<file path="src/rpds_pkg.sv">
// Purpose: Shared constants for the regulator power-down sequencer
// Assumes: 50 MHz clock, seven rails, 3-bit order fields
// Notes: Rail index order is buck1, buck2, buck3, linreg1, linreg2, linreg3, memref
package rpds_pkg;

  localparam int RPDS_RAILS = 7;
  localparam int RPDS_OW = 3;
  localparam int RPDS_FLAT_W = RPDS_RAILS * RPDS_OW;

  // Register offsets, one byte register per rail
  localparam logic [7:0] RPDS_OFFS_BUCK1 = 8'h60;
  localparam logic [7:0] RPDS_OFFS_BUCK2 = 8'h61;
  localparam logic [7:0] RPDS_OFFS_LINREG1 = 8'h62;
  localparam logic [7:0] RPDS_OFFS_LINREG2 = 8'h63;
  localparam logic [7:0] RPDS_OFFS_LINREG3 = 8'h64;
  localparam logic [7:0] RPDS_OFFS_BUCK3 = 8'h65;
  localparam logic [7:0] RPDS_OFFS_MEMREF = 8'h66;

  // Offsets indexed by rail number
  localparam logic [7:0] RPDS_OFFS [RPDS_RAILS] = '{
    RPDS_OFFS_BUCK1, RPDS_OFFS_BUCK2, RPDS_OFFS_BUCK3,
    RPDS_OFFS_LINREG1, RPDS_OFFS_LINREG2, RPDS_OFFS_LINREG3, RPDS_OFFS_MEMREF};

  // Field layout
  localparam int RPDS_ORD_LSB = 0;
  localparam int RPDS_ORD_MSB = 2;
  localparam logic [4:0] RPDS_UNUSED_VAL = 5'h0_0;
  localparam logic [7:0] RPDS_UNMAPPED_VAL = 8'h00;

  // Reset values, plus the all-off enable pattern
  localparam logic [2:0] RPDS_ORD_RST = 3'h0;
  localparam logic [6:0] RPDS_EN_RST = 7'h7F;
  localparam logic [6:0] RPDS_EN_OFF = 7'h00;

  // Step timing
  localparam int RPDS_CLK_MHZ = 50;
  localparam int RPDS_STEP_US = 2;
  localparam int RPDS_STEP_CYC = RPDS_STEP_US * RPDS_CLK_MHZ;
  localparam logic [7:0] RPDS_STEP_CNT = 8'(RPDS_STEP_CYC - 1);

  typedef enum logic [1:0] {
    RPDS_IDLE = 2'b00,
    RPDS_STEP = 2'b01,
    RPDS_WAIT = 2'b10,
    RPDS_DONE = 2'b11
  } rpds_state_t;

endpackage : rpds_pkg

</file>
<file path="src/rpds_order_match.sv">
// Purpose: Per-rail position compare and highest-position search
// Assumes: Flat order vector, rail i at bits 3i+2..3i
// Notes: Pure combinational, shared by the sequencer
`timescale 1ns/1ps
module rpds_order_match
  import rpds_pkg::*;
(
  input wire logic [RPDS_FLAT_W-1:0] orders,
  input wire logic [RPDS_OW-1:0] position,
  output logic [RPDS_RAILS-1:0] match,
  output logic [RPDS_OW-1:0] max_pos,
  output logic all_zero
);

  logic [RPDS_OW-1:0] max_v [RPDS_RAILS+1];

  assign max_v[0] = RPDS_ORD_RST;

  // Per-rail compare plus running maximum
  genvar i;
  generate
    for (i = 0; i < RPDS_RAILS; i++) begin : g_rail
      wire [RPDS_OW-1:0] ord = orders[i*RPDS_OW +: RPDS_OW];
      assign match[i] = (ord == position);
      assign max_v[i+1] = (ord > max_v[i]) ? ord : max_v[i];
    end
  endgenerate

  assign max_pos = max_v[RPDS_RAILS];
  assign all_zero = ~|orders;

endmodule : rpds_order_match

</file>
<file path="src/rpds_sequencer.sv">
// Purpose: Power-down order registers and rail shutdown sequencer
// Assumes: All control inputs come from logic on the same clock
// Notes: Order registers load from the selected startup source after reset
`timescale 1ns/1ps
module rpds_sequencer
  import rpds_pkg::*;
(
  input wire logic clock,
  input wire logic reset,
  input wire logic [7:0] reg_addr,
  input wire logic [7:0] reg_wdata,
  input wire logic reg_write,
  input wire logic reg_read,
  output logic [7:0] reg_rdata,
  input wire logic system_on,
  input wire logic [RPDS_FLAT_W-1:0] fuse_startup_order,
  input wire logic trial_programming_mode,
  input wire logic [RPDS_FLAT_W-1:0] trial_startup_order,
  output logic [RPDS_FLAT_W-1:0] startup_order,
  input wire logic power_down_start,
  input wire logic power_up_restore,
  output logic [RPDS_RAILS-1:0] rail_enable,
  output logic power_down_busy
);

  logic [RPDS_OW-1:0] order_r [RPDS_RAILS];
  wire [RPDS_FLAT_W-1:0] order_flat;
  logic load_pend_r;
  logic [RPDS_FLAT_W-1:0] startup_r;
  logic [7:0] rdata_r;
  logic [RPDS_RAILS-1:0] en_r;
  logic [RPDS_RAILS-1:0] en_nxt;
  logic [RPDS_OW-1:0] pos_r;
  logic [RPDS_OW-1:0] pos_nxt;
  logic [7:0] dly_r;
  logic [7:0] dly_nxt;
  logic busy_r;
  rpds_state_t state_r;
  rpds_state_t state_nxt;

  wire [RPDS_RAILS-1:0] addr_hit;
  wire [RPDS_RAILS-1:0] step_match;
  wire [RPDS_OW-1:0] max_pos;
  wire all_zero;
  wire [RPDS_FLAT_W-1:0] startup_src;
  wire wr_ok;
  wire [7:0] rd_sel;
  wire start_seq;

  // startup source is fuses or trial only
  assign startup_src = trial_programming_mode ? trial_startup_order : fuse_startup_order;

  // writes only in system-on, idle, after load
  assign wr_ok = reg_write && system_on && !load_pend_r && (state_r == RPDS_IDLE);
  assign start_seq = power_down_start && (state_r == RPDS_IDLE) && !load_pend_r;

  // Address decode and flattened view of the order fields
  genvar i;
  generate
    for (i = 0; i < RPDS_RAILS; i++) begin : g_reg
      assign addr_hit[i] = (reg_addr == RPDS_OFFS[i]);
      assign order_flat[i*RPDS_OW +: RPDS_OW] = order_r[i];
      always_ff @(posedge clock or posedge reset) begin
        if (reset) begin
          order_r[i] <= RPDS_ORD_RST;
        end else if (load_pend_r) begin
          order_r[i] <= startup_src[i*RPDS_OW +: RPDS_OW];
        end else if (wr_ok && addr_hit[i]) begin
          order_r[i] <= reg_wdata[RPDS_ORD_MSB:RPDS_ORD_LSB];
        end
      end
    end
  endgenerate

  // Read mux, unused bits and unmapped addresses read zero
  assign rd_sel = (addr_hit[0]) ? {RPDS_UNUSED_VAL, order_r[0]} :
                  (addr_hit[1]) ? {RPDS_UNUSED_VAL, order_r[1]} :
                  (addr_hit[2]) ? {RPDS_UNUSED_VAL, order_r[2]} :
                  (addr_hit[3]) ? {RPDS_UNUSED_VAL, order_r[3]} :
                  (addr_hit[4]) ? {RPDS_UNUSED_VAL, order_r[4]} :
                  (addr_hit[5]) ? {RPDS_UNUSED_VAL, order_r[5]} :
                  (addr_hit[6]) ? {RPDS_UNUSED_VAL, order_r[6]} : RPDS_UNMAPPED_VAL;

  rpds_order_match u_match (
    .orders(order_flat),
    .position(pos_r),
    .match(step_match),
    .max_pos(max_pos),
    .all_zero(all_zero)
  );

  // Sequencer next state; one step per position from the highest in use down to 0, empty ones still wait
  always_comb begin
    state_nxt = state_r;
    en_nxt = en_r;
    pos_nxt = pos_r;
    dly_nxt = dly_r;
    case (state_r)
      RPDS_IDLE: begin
        if (start_seq) begin
          if (all_zero) begin
            en_nxt = RPDS_EN_OFF;
            state_nxt = RPDS_DONE;
          end else begin
            pos_nxt = max_pos;
            state_nxt = RPDS_STEP;
          end
        end
      end
      RPDS_STEP: begin
        en_nxt = en_r & ~step_match;
        if (pos_r == RPDS_ORD_RST) begin
          state_nxt = RPDS_DONE;
        end else begin
          dly_nxt = RPDS_STEP_CNT;
          state_nxt = RPDS_WAIT;
        end
      end
      RPDS_WAIT: begin
        // fixed gap, then next lower position
        if (dly_r == 8'h00) begin
          pos_nxt = pos_r - 3'h1;
          state_nxt = RPDS_STEP;
        end else begin
          dly_nxt = dly_r - 8'h01;
        end
      end
      RPDS_DONE: begin
        if (power_up_restore) begin
          en_nxt = RPDS_EN_RST;
          state_nxt = RPDS_IDLE;
        end
      end
      default: begin
        state_nxt = RPDS_IDLE;
      end
    endcase
  end

  // Sequencer state
  always_ff @(posedge clock or posedge reset) begin
    if (reset) begin
      state_r <= RPDS_IDLE;
      en_r <= RPDS_EN_RST;
      pos_r <= RPDS_ORD_RST;
      dly_r <= 8'h00;
      busy_r <= 1'b0;
    end else begin
      state_r <= state_nxt;
      en_r <= en_nxt;
      pos_r <= pos_nxt;
      dly_r <= dly_nxt;
      busy_r <= (state_nxt != RPDS_IDLE);
    end
  end

  // Load flag, read data and startup copy; load waits for reset release
  always_ff @(posedge clock or posedge reset) begin
    if (reset) begin
      load_pend_r <= 1'b1;
      startup_r <= '0;
      rdata_r <= RPDS_UNMAPPED_VAL;
    end else begin
      load_pend_r <= 1'b0;
      startup_r <= startup_src;
      rdata_r <= reg_read ? rd_sel : rdata_r;
    end
  end

  assign reg_rdata = rdata_r;
  assign startup_order = startup_r;
  assign rail_enable = en_r;
  assign power_down_busy = busy_r;

  // Assertions
  // Release edge still samples reset high, so the load is checked one edge later
  a_load_copy: assert property (@(posedge clock) disable iff (reset)
    (load_pend_r && !reset) |=> order_flat == $past(startup_src))
    else $error("order not loaded from startup order");

  a_unused_zero: assert property (@(posedge clock) disable iff (reset)
    $past(reg_read) |-> rdata_r[7:3] == RPDS_UNUSED_VAL)
    else $error("unused bits read nonzero");

  a_write_gated: assert property (@(posedge clock) disable iff (reset)
    (!load_pend_r && (!system_on || state_r != RPDS_IDLE)) |=> $stable(order_flat))
    else $error("order changed outside system-on");

  a_write_apply: assert property (@(posedge clock) disable iff (reset)
    (wr_ok && addr_hit[3]) |=> order_r[3] == $past(reg_wdata[2:0]))
    else $error("accepted write not stored");

  a_bypass_all: assert property (@(posedge clock) disable iff (reset)
    (start_seq && all_zero) |=> (rail_enable == RPDS_EN_OFF) && (state_r == RPDS_DONE))
    else $error("all-zero bypass failed");

  a_step_down: assert property (@(posedge clock) disable iff (reset)
    (state_r == RPDS_WAIT && dly_r == 8'h00) |=> state_r == RPDS_STEP && pos_r == $past(pos_r) - 3'h1)
    else $error("step did not move to next lower position");

  a_step_gap: assert property (@(posedge clock) disable iff (reset)
    (state_r == RPDS_STEP && pos_r != RPDS_ORD_RST) |=> (state_r == RPDS_WAIT)[*8])
    else $error("step gap too short");

  a_step_group: assert property (@(posedge clock) disable iff (reset)
    state_r == RPDS_STEP |=> (rail_enable & $past(step_match)) == RPDS_EN_OFF)
    else $error("matching rails not disabled together");

  a_startup_src: assert property (@(posedge clock) disable iff (reset)
    !reset |=> startup_order == $past(trial_programming_mode ? trial_startup_order :
      fuse_startup_order))
    else $error("startup order not from fuse or trial source");

endmodule : rpds_sequencer

</file>
<file path="config.mk">
export PLATFORM = sky130hd
export DESIGN_NAME = rpds_sequencer
export DESIGN_NICKNAME = d
export VERILOG_FILES = /design/src/rpds_pkg.sv /design/src/rpds_order_match.sv /design/src/rpds_sequencer.sv
export SDC_FILE = /design/constraint.sdc
export NUM_CORES = 1
export LEC_CHECK = 0
export ABC_AREA = 0
export BUFFER_PORTS_ARGS = -buffer_cell sky130_fd_sc_hd__buf_4
export CAP_MARGIN = 25
export CORE_MARGIN = 2
export CORE_UTILIZATION = 33
export DETAILED_ROUTE_END_ITERATION = 10
export PLACE_DENSITY_LB_ADDON = 0.05
export RECOVER_POWER = 100
export SLEW_MARGIN = 20
export SYNTH_ARGS = -nofsm -noshare
export SYNTH_HDL_FRONTEND = slang
export SYNTH_SLANG_ARGS = --single-unit
</file>
<file path="constraint.sdc">
create_clock -name clock -period 20.6 [get_ports clock]
set_input_delay 2.06 -clock clock [delete_from_list [all_inputs] [get_ports clock]]
set_output_delay 2.06 -clock clock [all_outputs]
set_load 0.005 [all_outputs]
</file>
==> out/qor.yml, run 1 <==
cts:
  numCtsBuffers: 9
  ctsRootBufferMaster: "clkbuf_16"
  worst_skew_pair.late_latency_ns: 0.34
  postCtsSetupBuffers: 0
  clockBufferDepth: 2
  path_clk_slew_ns: 0.05
  htreeDepth: 3
  hold_buffers: 0
  cts_tree: "built"
  ctsResizeCount: 0
  clkSinkCount: 67
floorplan:
  fp.dieW_um: 121
  ioPinCount: 103
  core-area_mm2: 0.0133
  num_rows: 42
  fp.dieH_um: 121
  start_util: 0.338
  die-area_mm2: 0.0146
placed_design:
  place_congestion: 0.819
  dp_hpwl_mm: 8.85
  dpl.cell_count: 712
  place_area_mm2: 0.00530
  port_buffers: 92
outcome:
  status: "finished, violations left"
  violations: "max-capacitance violations, max-slew violations"
timing:
  period_minus_slack_ns: 7.88
  hold_viol: 0
  rsz0062_at_grt: "false"
  fin_tns_setup_ns: 0
  finalSetupViolCount: 0
  max_freq_ghz: 0.127
  tightestPinTransition_ns: 3.68
  fin_skew_ns: 0.00607
  slew_headroom: -1.46
  fin_crit_sh: 0.383
  final_max_slew_viol_count: 68
drt:
  num_vias: 3661
  drc: 0
  drtIter0Drc: 145
  ant_nets: 0
  firstDrtPassIters: 4
  drt_wl_total_mm: 11.6
  vias_per_cell: 5.03
  wl_per_cell_um: 15.9
logic_synthesis:
  synthTopCellsByArea: "dfrtp_1, ha_1, mux2i_1, mux2_2, dfstp_2"
  yosys.area.top_type_share: 0.329
  syn_area_per_cell_um2: 9.64
  synthCells: 466
  seq_area_frac_synth: 0.375
  ys.flop_type: "dfrtp_1"
  yosys.area.top_type: "dfrtp_1"
  async_reset_ff_frac: 1.00
  yosys_warnings: 0
  syn_area_mm2: 0.00449
  synth-seq-cells: 67
  synth_cell_types: 64
  synth-edff-count: 0
power_and_ir_drop:
  p_leak_nw: 2.56
  finalPower_uw: 725
  power.density_mw_per_mm2: 130
  ir_drop_v: 0.0000467
finish:
  layout-drive-gt1-share: 0.228
  design_area_mm2: 0.00557
  final_common_cell: "dfrtp_1"
  final_cell_mix: "dfrtp_1, buf_4, nand2_1"
  fin_nets: 639
  area_growth_pct: 23.9
  final_util: 0.419
  insertedDiodeCount: 0
  layout.cells.non_filler: 728
global_route:
  grt_max_degree: 68
  grt_pass1_wl_mm: 19.3
  globalRouteOverflowTotal: 0
  grt_usage: 0.171
  antenna_found_initial: 0
  grt_pass1_vias: 3681
critical_path:
  critPathMaxFanout: 7
  max_stage_delay_ns: 0.54
  slowest_stage: "dfrtp_1"
  r2r_slack_ns: 12.72
  worstPathRequired_ns: 20.86
  crit_top_cell: "ha_1"
  path_class: "register to register"
  critPathCaptureType: "register"
  cp-start-kind: "register"
  critical_path_arrival_ns: 8.15
flow_run:
  maxCapViolations: 1
worst_hold_path:
  hold_class: "register to register"
routing by layer:
metal  global-route usage  vias up  share of wire
li1                     -     1817              -
met1                0.232     1718           0.48
met2                0.261      110           0.44
met3               0.0476       16          0.064
met4               0.0589        0          0.016
met5                    0        -              0
registers in the layout (all words and copies together) (netlist names):
register         flops
pos_r                3
state_r              2
rail_enable          7
dly_r                8
order_flat          21
reg_rdata            3
load_pend_r          1
startup_order       21
power_down_busy      1
cells in the mapped netlist (3+ instances only):
cell	instances
nor3_1	11
ha_1	26
o22ai_1	3
mux4_2	3
nor3b_1	3
nor2_1	18
nand3b_1	6
buf_2	4
dfrtp_1	59
a21oi_1	15
mux2i_1	31
a211oi_1	4
a21o_1	12
a31oi_1	3
o211ai_1	3
clkbuf_1	18
inv_1	24
nor4_1	4
o31ai_1	8
nand3_1	11
nand2_1	48
mux2_2	24
nor2b_1	8
xor2_1	21
buf_4	5
and2_1	6
a22o_1	3
o21ai_1	10
o21ai_0	24
dfstp_2	8
stage by stage:
stage               setup slack (ns)  hold slack, ns
finish                         12.72           0.506
global route                   12.21           0.517
CTS                            12.78           0.509
detailed placement             12.80           0.502
global placement               12.92           0.497
floorplan                      13.52           0.500
final timing paths:
check | from | end | cells past startpoint
max in group asynchronous | reset | reg_rdata[1] | 3
min in group asynchronous | reset | startup_order[19] | 3
worst min register to register | rail_enable[6] | rail_enable[6] | 1
worst max register to register | order_flat[1] | pos_r[1] | 30
worst min-delay path | rail_enable[6] | rail_enable[6] | 1
worst max-delay path | order_flat[1] | pos_r[1] | 30
worst max-delay path, delay by kind of cell (launching register included):
family / cells / cell delay (ns)
compound gates: 14 / 3.69
fa+ha+maj: 6 / 1.77
simple gates: 8 / 1.30
flops: 1 / 0.54
mux: 1 / 0.41
buf+inv: 1 / 0.08
report_power, final:
part | total, mW | internal, mW | switching [mW]
logic | 0.379 | 0.177 | 0.202
registers | 0.188 | 0.157 | 0.0314
clock network | 0.158 | 0.100 | 0.0575
total | 0.725 | 0.434 | 0.291
area by class of cell:
cell class | instances | area (um2)
repair buffers | 93 | 672
well taps | 176 | 220
fillers | 1340 | 7720
clock inverters | 4 | 48.8
flip-flops and latches | 67 | 1690
clock buffers | 12 | 256
inverters | 24 | 90.1
multi-input cells | 352 | 2600
logic make-up after synthesis:
group | count (synthesis) | share of synthesized area
buffers and inverters | 52 | 0.0487
AND/OR/NAND/NOR | 135 | 0.155
adder cells (fa/ha/maj) | 26 | 0.0724
XOR/XNOR | 21 | 0.0409
flip-flops | 67 | 0.375
AO/OA/AOI/OAI | 105 | 0.159
other | 1 | 0.000834
multiplexers | 59 | 0.148
Note: power is estimated with default switching activity, not from simulation.
==> run 2, diff against run 1 <==
--- a/config.mk
+++ b/config.mk
@@ -5,7 +5,7 @@
 export SDC_FILE = /design/constraint.sdc
 export NUM_CORES = 1
 export LEC_CHECK = 0
-export ABC_AREA = 0
+export ABC_AREA = 1
 export BUFFER_PORTS_ARGS = -buffer_cell sky130_fd_sc_hd__buf_4
 export CAP_MARGIN = 25
 export CORE_MARGIN = 2
==> constraint.sdc (replaced) <==
create_clock -name clock -period 7.1 [get_ports clock]
set_input_delay 0.71 -clock clock [delete_from_list [all_inputs] [get_ports clock]]
set_output_delay 0.71 -clock clock [all_outputs]
set_load 0.005 [all_outputs]
==> out/qor.yml, run 2 <==
finish:
  layout.cells.non_filler: 814  # +12%
  final_cell_mix: "nand2_1, inv_1, buf_4"
  area_growth_pct: 23.8
  fin_nets: 726  # +14%
  insertedDiodeCount: 0  # unchanged
  final_common_cell: "nand2_1"
  layout-drive-gt1-share: 0.199  # -0.0292
worst_hold_path:
  hold_class: "register to register"
  min_from: "reg_rdata[2]"
floorplan:
  start_util: 0.337  # -0.00110
  fp.dieW_um: 120  # -0.54%
  core-area_mm2: 0.0132  # -0.79%
  die-area_mm2: 0.0144  # -1.1%
  ioPinCount: 103  # unchanged
  fp.dieH_um: 120  # -0.54%
  num_rows: 42  # unchanged
placed_design:
  place_congestion: 0.792  # -3.3%
  dpl.cell_count: 799  # +12%
  dp_hpwl_mm: 8.99  # +1.5%
  pre_cts_slack_ns: 1.03  # -11.77 ns
  port_buffers: 92  # unchanged
power_and_ir_drop:
  finalPower_mw: 1.52  # +110%
  ir_drop_v: 0.000144  # +210%
  p_leak_nw: 2.67  # +4.1%
  power.density_mw_per_mm2: 277  # +110%
critical_path:
  crit_top_cell: "nand2_1"
  crit_path_end: "pos_r[2]"
  cp-start-kind: "register"
  rr_startpoint: "order_flat[5]"
  crit_start: "order_flat[5]"
  critPathMaxFanout: 6  # -1
  slowest_stage: "dfrtp_1"
  critical_path_arrival_ns: 6.35  # -1.80 ns
  critPathCaptureType: "register"
  max_stage_delay_ns: 0.48  # -0.06 ns
  r2r_slack_ns: 0.98  # -11.74 ns
  worstPathRequired_ns: 7.33  # -13.53 ns
  reg2reg_depth: 43  # +43%
  r2r-end: "pos_r[2]"
  path_class: "register to register"
timing:
  finalSetupViolCount: 0  # unchanged
  finalHoldWorstSlack_ns: 0.481  # -0.0251 ns
  period_minus_slack_ns: 6.12  # -1.76 ns
  fin_tns_setup_ns: 0  # unchanged
  fin_ws_ns: 0.978  # -11.74 ns
  slew_headroom: -1.48  # -0.0208
  rsz0062_at_grt: "false"
  tightestPinTransition_ns: 3.71  # +0.0312 ns
  fin_crit_sh: 0.862  # +0.480
  final_max_slew_viol_count: 68  # unchanged
  max_freq_ghz: 0.163  # +29%
  fin_skew_ns: 0.00806  # +0.00199 ns
  hold_viol: 0  # unchanged
logic_synthesis:
  synth-seq-cells: 67  # unchanged
  async_reset_ff_frac: 1.00  # unchanged
  yosys_warnings: 0  # unchanged
  syn_area_mm2: 0.00444  # -1.1%
  yosys.area.top_type: "dfrtp_1"
  ys_top_cells_by_count: "nand2_1, inv_1, dfrtp_1, nand3_1, ha_1"
  synth-edff-count: 0  # unchanged
  synthCells: 540  # +16%
  ys.flop_type: "dfrtp_1"
  syn_area_per_cell_um2: 8.23  # -15%
  synthTopCellsByArea: "dfrtp_1, nand2_1, ha_1, inv_1, mux2_2"
  yosys.area.top_type_share: 0.332  # +0.00370
  seq_area_frac_synth: 0.380  # +0.00423
  synth.most_common_cell: "nand2_1"
  synth_cell_types: 42  # -34%
cts:
  ctsResizeCount: 0  # unchanged
  path_clk_slew_ns: 0.06  # about the same
  clockBufferDepth: 2  # unchanged
  clkSinkCount: 67  # unchanged
  cts_tree: "built"
  worst_skew_pair.late_latency_ns: 0.34  # about the same
  postCtsSetupBuffers: 0  # unchanged
  numCtsBuffers: 9  # unchanged
  hold_buffers: 0  # unchanged
  ctsRootBufferMaster: "clkbuf_16"
  htreeDepth: 3  # unchanged
drt:
  firstDrtPassIters: 4  # unchanged
  drtIter0Drc: 172  # +19%
  drt_wl_total_mm: 11.6  # about the same
  num_vias: 3875  # +5.8%
  wl_per_cell_um: 14.2  # -11%
  drc: 0  # unchanged
  vias_per_cell: 4.76  # -5.3%
  ant_nets: 0  # unchanged
outcome:
  violations: "max-capacitance violations, max-slew violations"
  status: "finished, violations left"
flow_run:
  maxCapViolations: 1  # unchanged
global_route:
  grt_usage: 0.174  # +0.00314
  grt_pass1_wl_mm: 19.5  # +1.0%
  antenna_found_initial: 0  # unchanged
  grt_pass1_vias: 3968  # +7.8%
  globalRouteOverflowTotal: 0  # unchanged
  grt_max_degree: 68  # unchanged
## run 2: changes by cell type after synthesis, sizes merged, moves of 7 or more
cell    before  now
a21o        13    0
clkbuf      18    4
inv         24   74
mux2i       31    0
nand2       49  139
nand3       11   41
nand4        2    9
nor2b        8    0
nor3        12    5
o211ai       3   24
o21ai       34   26
xnor2        0   21
xor2        21    2
## run 2: kinds of logic (layout without fill, tap and decap cells)
logic type | after synthesis | after routing | synth area share
mux | 21 | 21 | 0.0532
other cells | 1 | 6 | 0.000844
flops | 67 | 67 | 0.380
compound gates | 77 | 77 | 0.108
buf+inv | 89 | 182 | 0.0828
xor+xnor | 23 | 23 | 0.0453
fa+ha+maj | 26 | 26 | 0.0732
simple gates | 236 | 236 | 0.257
## run 2: final cells by class
cell class,count,area (um2)
Clock buffer,11,243
Clock inverter,4,51.3
Fill cell,1381,7690
Inverter,74,279
Multi-Input combinational cell,389,2350
Sequential cell,67,1690
Tap cell,176,220
Timing Repair Buffer,93,672
## run 2: worst min path at each step
stage / endpoint / slack (ns) / depth (start not counted)
6_report: reg_rdata[2] / 0.48 / 2
5_1_grt: reg_rdata[2] / 0.51 / 2
4_1_cts: rail_enable[3] / 0.48 / 2
3_5_place_dp: rail_enable[3] / 0.47 / 2
3_3_place_gp: rail_enable[3] / 0.46 / 2
2_1_floorplan: dly_r[7] / 0.45 / 2
## run 2: power by group
group	internal (mW)	switching, mW
registers	0.404	0.0314
clock network	0.279	0.169
logic	0.258	0.379
## run 2: metal layers
layer  GRT usage  vias to the layer above  wire [um]
li1            -                     1960          -
met2       0.290                      103       5510
met5           0                        -          0
met4      0.0449                        0        180
met1       0.216                     1796       5200
met3      0.0570                       16        699
## run 2: worst max-delay path, delay by kind of cell, from the launching register on
family,cells,cell delay (ns)
fa+ha+maj,6,1.78
simple gates,29,2.76
buf+inv,2,0.11
flops,1,0.48
compound gates,6,0.83
## run 2: stage by stage
stage | utilization | instance area, um2
6_report | 0.417 | 5500
5_1_grt | 0.417 | 5500
4_1_cts | 0.424 | 5590
3_5_place_dp | 0.402 | 5300
3_3_place_gp | 0.402 | 5300
2_1_floorplan | - | 4460
